--- config.mk ---
export PLATFORM = sky130hd
export DESIGN_NAME = ata_multiple_sleep_smart_cmds
export DESIGN_NICKNAME = d
export VERILOG_FILES = /design/src/hw/ata_cmd_pkg.sv /design/src/hw/mon_dec_if.sv /design/src/hw/ata_multiple_sleep_smart_cmds.sv /design/src/hw/mon_subcmd_decode.sv
export VERILOG_INCLUDE_DIRS = /design/src /design/src/hw
export SDC_FILE = /design/constraint.sdc
export NUM_CORES = 1
export LEC_CHECK = 0
export ABC_AREA = 1
export ABC_CLOCK_PERIOD_IN_PS = 3900
export CAP_MARGIN = 20
export CELL_PAD_IN_SITES_DETAIL_PLACEMENT = 1
export CELL_PAD_IN_SITES_GLOBAL_PLACEMENT = 1
export CORE_MARGIN = 4
export CORE_UTILIZATION = 35
export DETAILED_ROUTE_END_ITERATION = 10
export DONT_BUFFER_PORTS = 1
export PLACE_DENSITY = 0.7
export SYNTH_ARGS = -nofsm -noshare
export SYNTH_HDL_FRONTEND = slang
export SYNTH_SLANG_ARGS = --single-unit
--- constraint.sdc ---
create_clock -name clock -period 3.9 [get_ports clock]
set_clock_uncertainty 0.15 [all_clocks]
set_input_delay 0.78 -clock clock [delete_from_list [all_inputs] [get_ports clock]]
set_output_delay 0.78 -clock clock [all_outputs]
set_load 0.01 [all_outputs]
--- src/hw/ata_cmd_cfg.svh ---
`ifndef ATA_CMD_CFG_SVH
`define ATA_CMD_CFG_SVH

// ==========================================
// task-file register selects
`define TF_SEL_FEATURE 3'h1
`define TF_SEL_COUNT 3'h2
`define TF_SEL_SECTOR 3'h3
`define TF_SEL_CYL_LO 3'h4
`define TF_SEL_CYL_HI 3'h5
`define TF_SEL_DEVHEAD 3'h6
`define TF_SEL_COMMAND 3'h7

// ==========================================
// opcodes
`define OP_SET_MULTI 8'hc6
`define OP_SLEEP 8'he6
`define OP_SLEEP_ALT 8'h99
`define OP_MONITOR 8'hb0

// ==========================================
// monitoring key and subcommand codes
`define MON_KEY_LO 8'h4f
`define MON_KEY_HI 8'hc2
`define MON_READ_VALUES 8'hd0
`define MON_READ_THRESH 8'hd1
`define MON_AUTOSAVE 8'hd2
`define MON_SAVE_VALUES 8'hd3
`define MON_OFFLINE_NOW 8'hd4
`define MON_READ_LOG 8'hd5
`define MON_WRITE_LOG 8'hd6
`define MON_ENABLE 8'hd8
`define MON_DISABLE 8'hd9
`define MON_HEALTH 8'hda
`define MON_AUTO_OFFLINE 8'hdb
`define AUTOSAVE_OFF 8'h00
`define AUTOSAVE_ON 8'hf1
`define LOG_EXT_ERR 8'h03
`define LOG_EXT_TEST 8'h07
`define LOG_SELECTIVE 8'h09
`define LOG_VENDOR_LO 8'h80
`define LOG_VENDOR_HI 8'h9f

// ==========================================
// status and error bit positions, reset values
`define ST_BSY 7
`define ST_RDY 6
`define ST_DF 5
`define ST_DSC 4
`define ST_DRQ 3
`define ST_ERR 0
`define ERR_ABT 2
`define STATUS_RESET 8'h50
`define ERROR_RESET 8'h00

`endif

--- src/hw/ata_cmd_pkg.sv ---
package ata_cmd_pkg;

	typedef enum logic [3:0] {
		MON_OP_NONE = 4'h0,
		MON_OP_READ_VALUES = 4'h1,
		MON_OP_READ_THRESH = 4'h2,
		MON_OP_AUTOSAVE = 4'h3,
		MON_OP_SAVE_VALUES = 4'h4,
		MON_OP_OFFLINE_NOW = 4'h5,
		MON_OP_READ_LOG = 4'h6,
		MON_OP_WRITE_LOG = 4'h7,
		MON_OP_ENABLE = 4'h8,
		MON_OP_DISABLE = 4'h9,
		MON_OP_HEALTH = 4'ha,
		MON_OP_AUTO_OFFLINE = 4'hb
	} mon_op_e;

	typedef enum logic [4:0] {
		ST_IDLE = 5'b00001,
		ST_EXEC = 5'b00010,
		ST_SPIN = 5'b00100,
		ST_SLEEP = 5'b01000,
		ST_MON_WAIT = 5'b10000
	} cmd_state_e;

endpackage : ata_cmd_pkg

--- src/hw/mon_dec_if.sv ---
`timescale 1ns/1ps
interface mon_dec_if;
	logic [7:0] feature;
	logic [7:0] count;
	logic [7:0] sector;
	logic [7:0] cyl_lo;
	logic [7:0] cyl_hi;
	ata_cmd_pkg::mon_op_e op;
	logic abort;

	modport dec (
		input feature,
		input count,
		input sector,
		input cyl_lo,
		input cyl_hi,
		output op,
		output abort
	);

	modport user (
		output feature,
		output count,
		output sector,
		output cyl_lo,
		output cyl_hi,
		input op,
		input abort
	);
endinterface : mon_dec_if

--- src/hw/ata_multiple_sleep_smart_cmds.sv ---
// Contract
// - Opcode c6 is decoded as the command that sets the multi-sector block size.
// - The block size is the number of sectors moved between interrupts in multi-sector transfers.
// - The size comes from the sector count byte and only 0, 1, 2, 4, 8 or 16 are accepted.
// - A size of zero turns multi-sector transfers off.
// - Any other size aborts the command and also turns multi-sector transfers off.
// - Opcodes e6 and 99 both put the device to sleep.
// - Entering sleep spins the media down and makes the host interface inactive.
// - If the media is already spun down, sleep is entered without a spin-down.
// - Sleep is left only by soft reset or hard reset.
// - Opcode b0 is decoded as the monitoring command.
// - Feature codes d0 to d3 select read values, read thresholds, autosave toggle and save values.
// - Feature codes d4 to d6 select offline routine, read log and write log.
// - Feature codes d8 to db select enable, disable, health status and auto offline toggle.
`timescale 1ns/1ps
`include "ata_cmd_cfg.svh"

module ata_multiple_sleep_smart_cmds #(
	parameter int BLOCK_MAX = 16
) (
	input wire logic clock,
	input wire logic rst,
	input wire logic soft_reset,
	input wire logic tf_wr_en,
	input wire logic [2:0] tf_sel,
	input wire logic [7:0] tf_wdata,
	input wire logic media_spun_down,
	input wire logic spin_down_done,
	input wire logic multi_xfer_active,
	input wire logic sector_done,
	input wire logic mon_done,
	input wire logic mon_fail,
	output logic [7:0] drive_status_byte,
	output logic [7:0] command_error_byte,
	output logic cmd_complete,
	output logic spin_down_req,
	output logic sleep_active,
	output logic multi_enable,
	output logic [4:0] multi_block_size,
	output logic block_boundary,
	output logic mon_start,
	output ata_cmd_pkg::mon_op_e mon_op,
	output logic [7:0] mon_count,
	output logic [7:0] mon_sector
);
	// ==========================================
	// elaboration check
	if (BLOCK_MAX < 1 || BLOCK_MAX > 16 || (BLOCK_MAX & (BLOCK_MAX - 1)) != 0) begin : g_bad_block_max
		$error("BLOCK_MAX must be a power of two from 1 to 16");
	end

	localparam logic [7:0] BLOCK_MAX_B = 8'(BLOCK_MAX);

	// ==========================================
	// task-file shadow registers
	logic [7:0] feature_q;
	logic [7:0] count_q;
	logic [7:0] sector_q;
	logic [7:0] cyl_lo_q;
	logic [7:0] cyl_hi_q;
	logic [7:0] opcode_q;
	ata_cmd_pkg::cmd_state_e state_q;
	ata_cmd_pkg::cmd_state_e state_d;

	// only idle takes task-file writes
	wire host_live = (state_q == ata_cmd_pkg::ST_IDLE);
	wire wr_ok = tf_wr_en && host_live;
	wire wr_feature = wr_ok && tf_sel == `TF_SEL_FEATURE;
	wire wr_count = wr_ok && tf_sel == `TF_SEL_COUNT;
	wire wr_sector = wr_ok && tf_sel == `TF_SEL_SECTOR;
	wire wr_cyl_lo = wr_ok && tf_sel == `TF_SEL_CYL_LO;
	wire wr_cyl_hi = wr_ok && tf_sel == `TF_SEL_CYL_HI;
	wire wr_command = wr_ok && tf_sel == `TF_SEL_COMMAND;

	always_ff @(posedge clock or posedge rst) begin
		if (rst) begin
			feature_q <= 8'h00;
			count_q <= 8'h00;
			sector_q <= 8'h00;
			cyl_lo_q <= 8'h00;
			cyl_hi_q <= 8'h00;
			opcode_q <= 8'h00;
		end else begin
			if (wr_feature) feature_q <= tf_wdata;
			if (wr_count) count_q <= tf_wdata;
			if (wr_sector) sector_q <= tf_wdata;
			if (wr_cyl_lo) cyl_lo_q <= tf_wdata;
			if (wr_cyl_hi) cyl_hi_q <= tf_wdata;
			if (wr_command) opcode_q <= tf_wdata;
		end
	end

	// ==========================================
	// opcode decode
	wire op_multi = opcode_q == `OP_SET_MULTI;
	wire op_sleep = (opcode_q == `OP_SLEEP) || (opcode_q == `OP_SLEEP_ALT);
	wire op_mon = opcode_q == `OP_MONITOR;
	wire op_known = op_multi || op_sleep || op_mon;

	// ==========================================
	// block size check
	wire size_pow2 = (count_q == 8'h01) || (count_q == 8'h02) || (count_q == 8'h04) || (count_q == 8'h08)
		|| (count_q == 8'h10);
	wire size_zero = count_q == 8'h00;
	wire size_ok = size_zero || (size_pow2 && count_q <= BLOCK_MAX_B);
	wire size_store = size_ok && !size_zero;

	// ==========================================
	// monitoring subcommand decode
	mon_dec_if mdec ();
	assign mdec.feature = feature_q;
	assign mdec.count = count_q;
	assign mdec.sector = sector_q;
	assign mdec.cyl_lo = cyl_lo_q;
	assign mdec.cyl_hi = cyl_hi_q;

	mon_subcmd_decode u_dec (
		.bus(mdec)
	);

	// ==========================================
	// command sequencer
	wire in_exec = state_q == ata_cmd_pkg::ST_EXEC;
	wire exec_multi = in_exec && op_multi;
	wire exec_sleep = in_exec && op_sleep;
	wire exec_mon = in_exec && op_mon;
	wire exec_other = in_exec && !op_known;
	wire mon_go = exec_mon && !mdec.abort;
	wire spin_go = exec_sleep && !media_spun_down;
	wire sleep_now = exec_sleep && media_spun_down;
	wire spin_fin = (state_q == ata_cmd_pkg::ST_SPIN) && spin_down_done;
	wire mon_fin = (state_q == ata_cmd_pkg::ST_MON_WAIT) && mon_done;
	wire size_abort = exec_multi && !size_ok;
	wire mon_abort = exec_mon && mdec.abort;
	wire mon_fault = mon_fin && mon_fail;
	wire abort_now = size_abort || mon_abort || exec_other || mon_fault;
	wire done_now = exec_multi || mon_abort || exec_other || mon_fin || sleep_now || spin_fin;

	always_comb begin
		state_d = state_q;
		unique case (state_q)
			ata_cmd_pkg::ST_IDLE: begin
				if (wr_command) state_d = ata_cmd_pkg::ST_EXEC;
			end
			ata_cmd_pkg::ST_EXEC: begin
				if (op_sleep) begin
					state_d = media_spun_down ? ata_cmd_pkg::ST_SLEEP : ata_cmd_pkg::ST_SPIN;
				end else if (mon_go) begin
					state_d = ata_cmd_pkg::ST_MON_WAIT;
				end else begin
					state_d = ata_cmd_pkg::ST_IDLE;
				end
			end
			ata_cmd_pkg::ST_SPIN: begin
				if (spin_down_done) state_d = ata_cmd_pkg::ST_SLEEP;
			end
			ata_cmd_pkg::ST_SLEEP: begin
				state_d = ata_cmd_pkg::ST_SLEEP;
			end
			ata_cmd_pkg::ST_MON_WAIT: begin
				if (mon_done) state_d = ata_cmd_pkg::ST_IDLE;
			end
			default: begin
				state_d = ata_cmd_pkg::ST_IDLE;
			end
		endcase
	end

	always_ff @(posedge clock or posedge rst) begin
		if (rst) begin
			state_q <= ata_cmd_pkg::ST_IDLE;
		end else if (soft_reset) begin
			state_q <= ata_cmd_pkg::ST_IDLE;
		end else begin
			state_q <= state_d;
		end
	end

	// ==========================================
	// status and error bytes
	logic busy_q;
	logic err_q;
	logic abt_q;
	logic done_q;
	logic spin_req_q;

	always_ff @(posedge clock or posedge rst) begin
		if (rst) begin
			busy_q <= 1'b0;
			err_q <= 1'b0;
			abt_q <= 1'b0;
			done_q <= 1'b0;
			spin_req_q <= 1'b0;
		end else if (soft_reset) begin
			busy_q <= 1'b0;
			err_q <= 1'b0;
			abt_q <= 1'b0;
			done_q <= 1'b0;
			spin_req_q <= 1'b0;
		end else begin
			done_q <= done_now;
			spin_req_q <= spin_go;
			if (wr_command) begin
				busy_q <= 1'b1;
				err_q <= 1'b0;
				abt_q <= 1'b0;
			end else if (done_now) begin
				busy_q <= 1'b0;
				err_q <= abort_now;
				abt_q <= abort_now;
			end
		end
	end

	always_comb begin
		drive_status_byte = `STATUS_RESET;
		drive_status_byte[`ST_BSY] = busy_q;
		drive_status_byte[`ST_RDY] = !busy_q;
		drive_status_byte[`ST_DF] = 1'b0;
		drive_status_byte[`ST_DRQ] = 1'b0;
		drive_status_byte[`ST_ERR] = err_q;
		command_error_byte = `ERROR_RESET;
		command_error_byte[`ERR_ABT] = abt_q;
	end

	assign cmd_complete = done_q;
	assign spin_down_req = spin_req_q;
	assign sleep_active = state_q == ata_cmd_pkg::ST_SLEEP;

	// ==========================================
	// multi-sector block size
	logic multi_en_q;
	logic [4:0] block_q;

	always_ff @(posedge clock or posedge rst) begin
		if (rst) begin
			multi_en_q <= 1'b0;
			block_q <= 5'h00;
		end else if (exec_multi) begin
			multi_en_q <= size_store;
			block_q <= size_store ? count_q[4:0] : 5'h00;
		end
	end

	assign multi_enable = multi_en_q;
	assign multi_block_size = block_q;

	// ==========================================
	// sectors per interrupt
	logic [4:0] sec_cnt_q;
	logic boundary_q;
	wire sec_tick = multi_xfer_active && multi_en_q && sector_done;
	wire sec_last = (sec_cnt_q + 5'h01) == block_q;

	always_ff @(posedge clock or posedge rst) begin
		if (rst) begin
			sec_cnt_q <= 5'h00;
			boundary_q <= 1'b0;
		end else begin
			boundary_q <= sec_tick && sec_last;
			if (!multi_xfer_active) begin
				sec_cnt_q <= 5'h00;
			end else if (sec_tick) begin
				sec_cnt_q <= sec_last ? 5'h00 : sec_cnt_q + 5'h01;
			end
		end
	end

	assign block_boundary = boundary_q;

	// ==========================================
	// monitoring dispatch
	logic mon_start_q;
	ata_cmd_pkg::mon_op_e mon_op_q;
	logic [7:0] mon_count_q;
	logic [7:0] mon_sector_q;
	wire mon_launch = mon_go && !soft_reset;

	always_ff @(posedge clock or posedge rst) begin
		if (rst) begin
			mon_start_q <= 1'b0;
			mon_op_q <= ata_cmd_pkg::MON_OP_NONE;
			mon_count_q <= 8'h00;
			mon_sector_q <= 8'h00;
		end else begin
			mon_start_q <= mon_launch;
			if (mon_go) begin
				mon_op_q <= mdec.op;
				mon_count_q <= count_q;
				mon_sector_q <= sector_q;
			end
		end
	end

	assign mon_start = mon_start_q;
	assign mon_op = mon_op_q;
	assign mon_count = mon_count_q;
	assign mon_sector = mon_sector_q;
endmodule : ata_multiple_sleep_smart_cmds

--- src/hw/mon_subcmd_decode.sv ---
`timescale 1ns/1ps
`include "ata_cmd_cfg.svh"

module mon_subcmd_decode (
	mon_dec_if.dec bus
);
	// ==========================================
	// subcommand selection from feature byte
	wire is_values = bus.feature == `MON_READ_VALUES;
	wire is_thresh = bus.feature == `MON_READ_THRESH;
	wire is_autosave = bus.feature == `MON_AUTOSAVE;
	wire is_save = bus.feature == `MON_SAVE_VALUES;
	wire is_offline = bus.feature == `MON_OFFLINE_NOW;
	wire is_rd_log = bus.feature == `MON_READ_LOG;
	wire is_wr_log = bus.feature == `MON_WRITE_LOG;
	wire is_enable = bus.feature == `MON_ENABLE;
	wire is_disable = bus.feature == `MON_DISABLE;
	wire is_health = bus.feature == `MON_HEALTH;
	wire is_auto_off = bus.feature == `MON_AUTO_OFFLINE;

	// ==========================================
	// argument checks
	wire key_ok = (bus.cyl_lo == `MON_KEY_LO) && (bus.cyl_hi == `MON_KEY_HI);
	wire autosave_bad = is_autosave && (bus.count != `AUTOSAVE_OFF) && (bus.count != `AUTOSAVE_ON);
	wire log_ext = (bus.sector == `LOG_EXT_ERR) || (bus.sector == `LOG_EXT_TEST);
	wire log_vendor = (bus.sector >= `LOG_VENDOR_LO) && (bus.sector <= `LOG_VENDOR_HI);
	wire log_writable = log_vendor || (bus.sector == `LOG_SELECTIVE);
	wire rd_log_bad = is_rd_log && log_ext;
	wire wr_log_bad = is_wr_log && !log_writable;

	assign bus.op = is_values ? ata_cmd_pkg::MON_OP_READ_VALUES :
		is_thresh ? ata_cmd_pkg::MON_OP_READ_THRESH :
		is_autosave ? ata_cmd_pkg::MON_OP_AUTOSAVE :
		is_save ? ata_cmd_pkg::MON_OP_SAVE_VALUES :
		is_offline ? ata_cmd_pkg::MON_OP_OFFLINE_NOW :
		is_rd_log ? ata_cmd_pkg::MON_OP_READ_LOG :
		is_wr_log ? ata_cmd_pkg::MON_OP_WRITE_LOG :
		is_enable ? ata_cmd_pkg::MON_OP_ENABLE :
		is_disable ? ata_cmd_pkg::MON_OP_DISABLE :
		is_health ? ata_cmd_pkg::MON_OP_HEALTH :
		is_auto_off ? ata_cmd_pkg::MON_OP_AUTO_OFFLINE :
		ata_cmd_pkg::MON_OP_NONE;

	assign bus.abort = !key_ok || (bus.op == ata_cmd_pkg::MON_OP_NONE) || autosave_bad || rd_log_bad
		|| wr_log_bad;
endmodule : mon_subcmd_decode

==> impl_metrics.env <==
export IMPL_status="complete, no violations"
export IMPL_post_route_cells_drive_above_1_share_pct=13.4
export IMPL_row_count=41
export IMPL_die_h_um=122
export IMPL_synth_top_area_share_pct=49.1
export IMPL_finalNetCount=561
export IMPL_grt_usage_pct=16.3
export IMPL_grt_ovfl_total=0
export IMPL_post_route_period_util_pct=59.5
export IMPL_drv_slew=0
export IMPL_fp_dieW_um=122
export IMPL_ir_drop_v=0.000215
export IMPL_antenna_left=0
export IMPL_grt_max_degree=44
export IMPL_grt_pass1_wl_mm=18.9
export IMPL_fin_area_um2=4920
export IMPL_pre_cts_slack_ns=1.81
export IMPL_num_vias=3478
export IMPL_finalHoldViolCount=0
export IMPL_p_total_w=0.00269
export IMPL_syn_avg_cell_area_um2=8.39
export IMPL_port_buffer_count=0
export IMPL_min_period_ns=2.32
export IMPL_dr_pass1_iters=6
export IMPL_final_core_util_pct=38.8
export IMPL_ys_ff_latch=90
export IMPL_clock_latency_ns=0.34
export IMPL_dr_first_iter_drc_count=146
export IMPL_synth_enable_flop_cells=0
export IMPL_place_congestion=0.877
export IMPL_async_flop_share_pct=100
export IMPL_clkTransAtPathRegs_ns=0.07
export IMPL_synthTopCellsByArea="dfrtp_1 (49%), nand2_1 (11%), inv_1 (5.5%)"
export IMPL_drc_errors=0
export IMPL_setup_viol=0
export IMPL_clk_root_buffer_cell="clkbuf_16"
export IMPL_clockBufferDepth=2
export IMPL_ctsHoldBuffers=0
export IMPL_synth_ff_type="dfrtp_1"
export IMPL_powerDensity_nw_per_um2=548
export IMPL_pin_count=68
export IMPL_cts_resized=0
export IMPL_h_tree_depth=3
export IMPL_synth_cells=541
export IMPL_yosys_area_top_type="dfrtp_1"
export IMPL_rsz0062_at_grt="false"
export IMPL_final_seq_area_um2=2250
export IMPL_yosys_warnings=0
export IMPL_tightestPinTransition_ns=0.784
export IMPL_wirelength_mm=11.3
export IMPL_design_die_area_um2=14900
export IMPL_slew_headroom_pct=47.7
export IMPL_p_leak_nw=2.38
export IMPL_synth_distinct_cells=37
export IMPL_crit_type="reg -> out"
export IMPL_placed_area_um2=4580
export IMPL_fillCellCount=1514
export IMPL_cts_buffers=9
export IMPL_grt_pass1_vias=3723
export IMPL_yosysSeqAreaShare_pct=49.6
export IMPL_multi_input_area_um2=1840
export IMPL_r2r_cells=9
export IMPL_critPathArrivalTime_ns=1.39
export IMPL_postCtsSetupBuffers=0
export IMPL_yosys_top_cells_count="nand2_1 (133), dfrtp_1 (89), inv_1 (66)"
export IMPL_syn_to_final_growth_pct=8.30
export IMPL_netlist_area_um2=4540
export IMPL_clock_fmax_ghz=0.431
export IMPL_hold_path_class="in -> async"
export IMPL_diodes=0
export IMPL_wire_per_inst_um=15.8
export IMPL_drv_cap=0
export IMPL_clkSinkCount=90
export IMPL_start_util_pct=35.8
export IMPL_vias_per_cell=4.86
export IMPL_start_kind="register"
export IMPL_antenna_found_initial=0
export IMPL_setup_tns_ns=0
export IMPL_cts_tree="done"
export IMPL_worst_setup_path_end_kind="primary output"
export IMPL_yosysMostFrequentCell="nand2_1"
export IMPL_hpwl_mm=8.41
export IMPL_coreArea_um2=12700
export IMPL_crit_fanout=3
export IMPL_cp_required_ns=2.97
export IMPL_fin_ws_ns=1.58
## cell type report
type	count	share of cell area [%]
clock buffer	10	4.66
clock inverter	6	2.14
inverter	69	5.34
multi-input combinational	367	37.3
sequential	90	45.8
tap	172	4.38
timing repair buffer	2	0.305
## per-layer routing
layer	wire, um	vias up	track usage (%)
met5	0	-	0
met4	197	0	5.74
met3	760	16	4.64
met2	5280	69	26.5
met1	5070	1692	21.0
li1	-	1701	-
## flip-flops by register name (all words and copies together) (netlist names), 4 cells and up
register,count
count_q,8
cyl_hi_q,8
cyl_lo_q,8
feature_q,8
mdec.sector,8
mon_count,8
mon_sector,8
opcode_q,8
multi_block_size,5
sec_cnt_q,5
state_q,5
mon_op,4
## layout by cell type (no fill, tap or decap), types with 2 or more instances in the layout
master and count:
a21oi_1 2, buf_4 2, bufinv_16 3, clkbuf_16 9, clkinv_2 4, conb_1 12, dfrtp_1 89, inv_1 65
inv_2 2, nand2_1 133, nand2_2 15, nand3_1 30, nand3_4 2, nand4_1 7, nor2_1 47, nor2_2 5
nor2_4 4, nor3_1 11, nor3_2 2, nor4_1 2, o21ai_0 31, o21ai_1 28, o21ai_2 17, o22ai_1 5
or2_2 2, xor2_1 3
## path summary, 6_finish.rpt
path                        startpoint             to  slack, ns
setup reg to reg            state_q[3]     state_q[3]       1.83
setup / recovery            state_q[0]   sleep_active       1.58
min in group clock         cyl_hi_q[0]    cyl_hi_q[0]       0.35
max in group asynchronous          rst   mon_count[5]       2.45
hold reg to reg            cyl_hi_q[0]    cyl_hi_q[0]       0.35
hold / removal                     rst  mon_sector[1]       0.27
## worst max-delay path: stages (launching register included)
cell     delay [ns]
dfstp_2        0.36
inv_1          0.13
nand2_1        0.11
nor4_1         0.45
## through the flow
stage,cells,hold WS (ns)
2_1_floorplan,551,0.303
5_1_grt,716,0.336
3_5_place_dp,700,0.330
3_3_place_gp,700,0.316
6_report,716,0.274
4_1_cts,716,0.304
## cell families after synthesis
family / after synthesis / synth area share (%)
AND/OR/NAND/NOR: 264 / 27.2
adder cells (fa/ha/maj): 1 / 0.276
other: 2 / 0.165
flip-flops: 90 / 49.6
buffers and inverters: 94 / 10.7
XOR/XNOR: 3 / 0.579
AO/OA/AOI/OAI: 87 / 11.4
## report_power, final
part	leakage (nW)	switching (W)	internal, W
Clock	0.166	0.000367	0.000623
Combinational	1.02	0.000312	0.000146
Sequential	1.19	0.000147	0.00110
Total	2.38	0.000826	0.00187
Power figures use the tool's default switching activity.
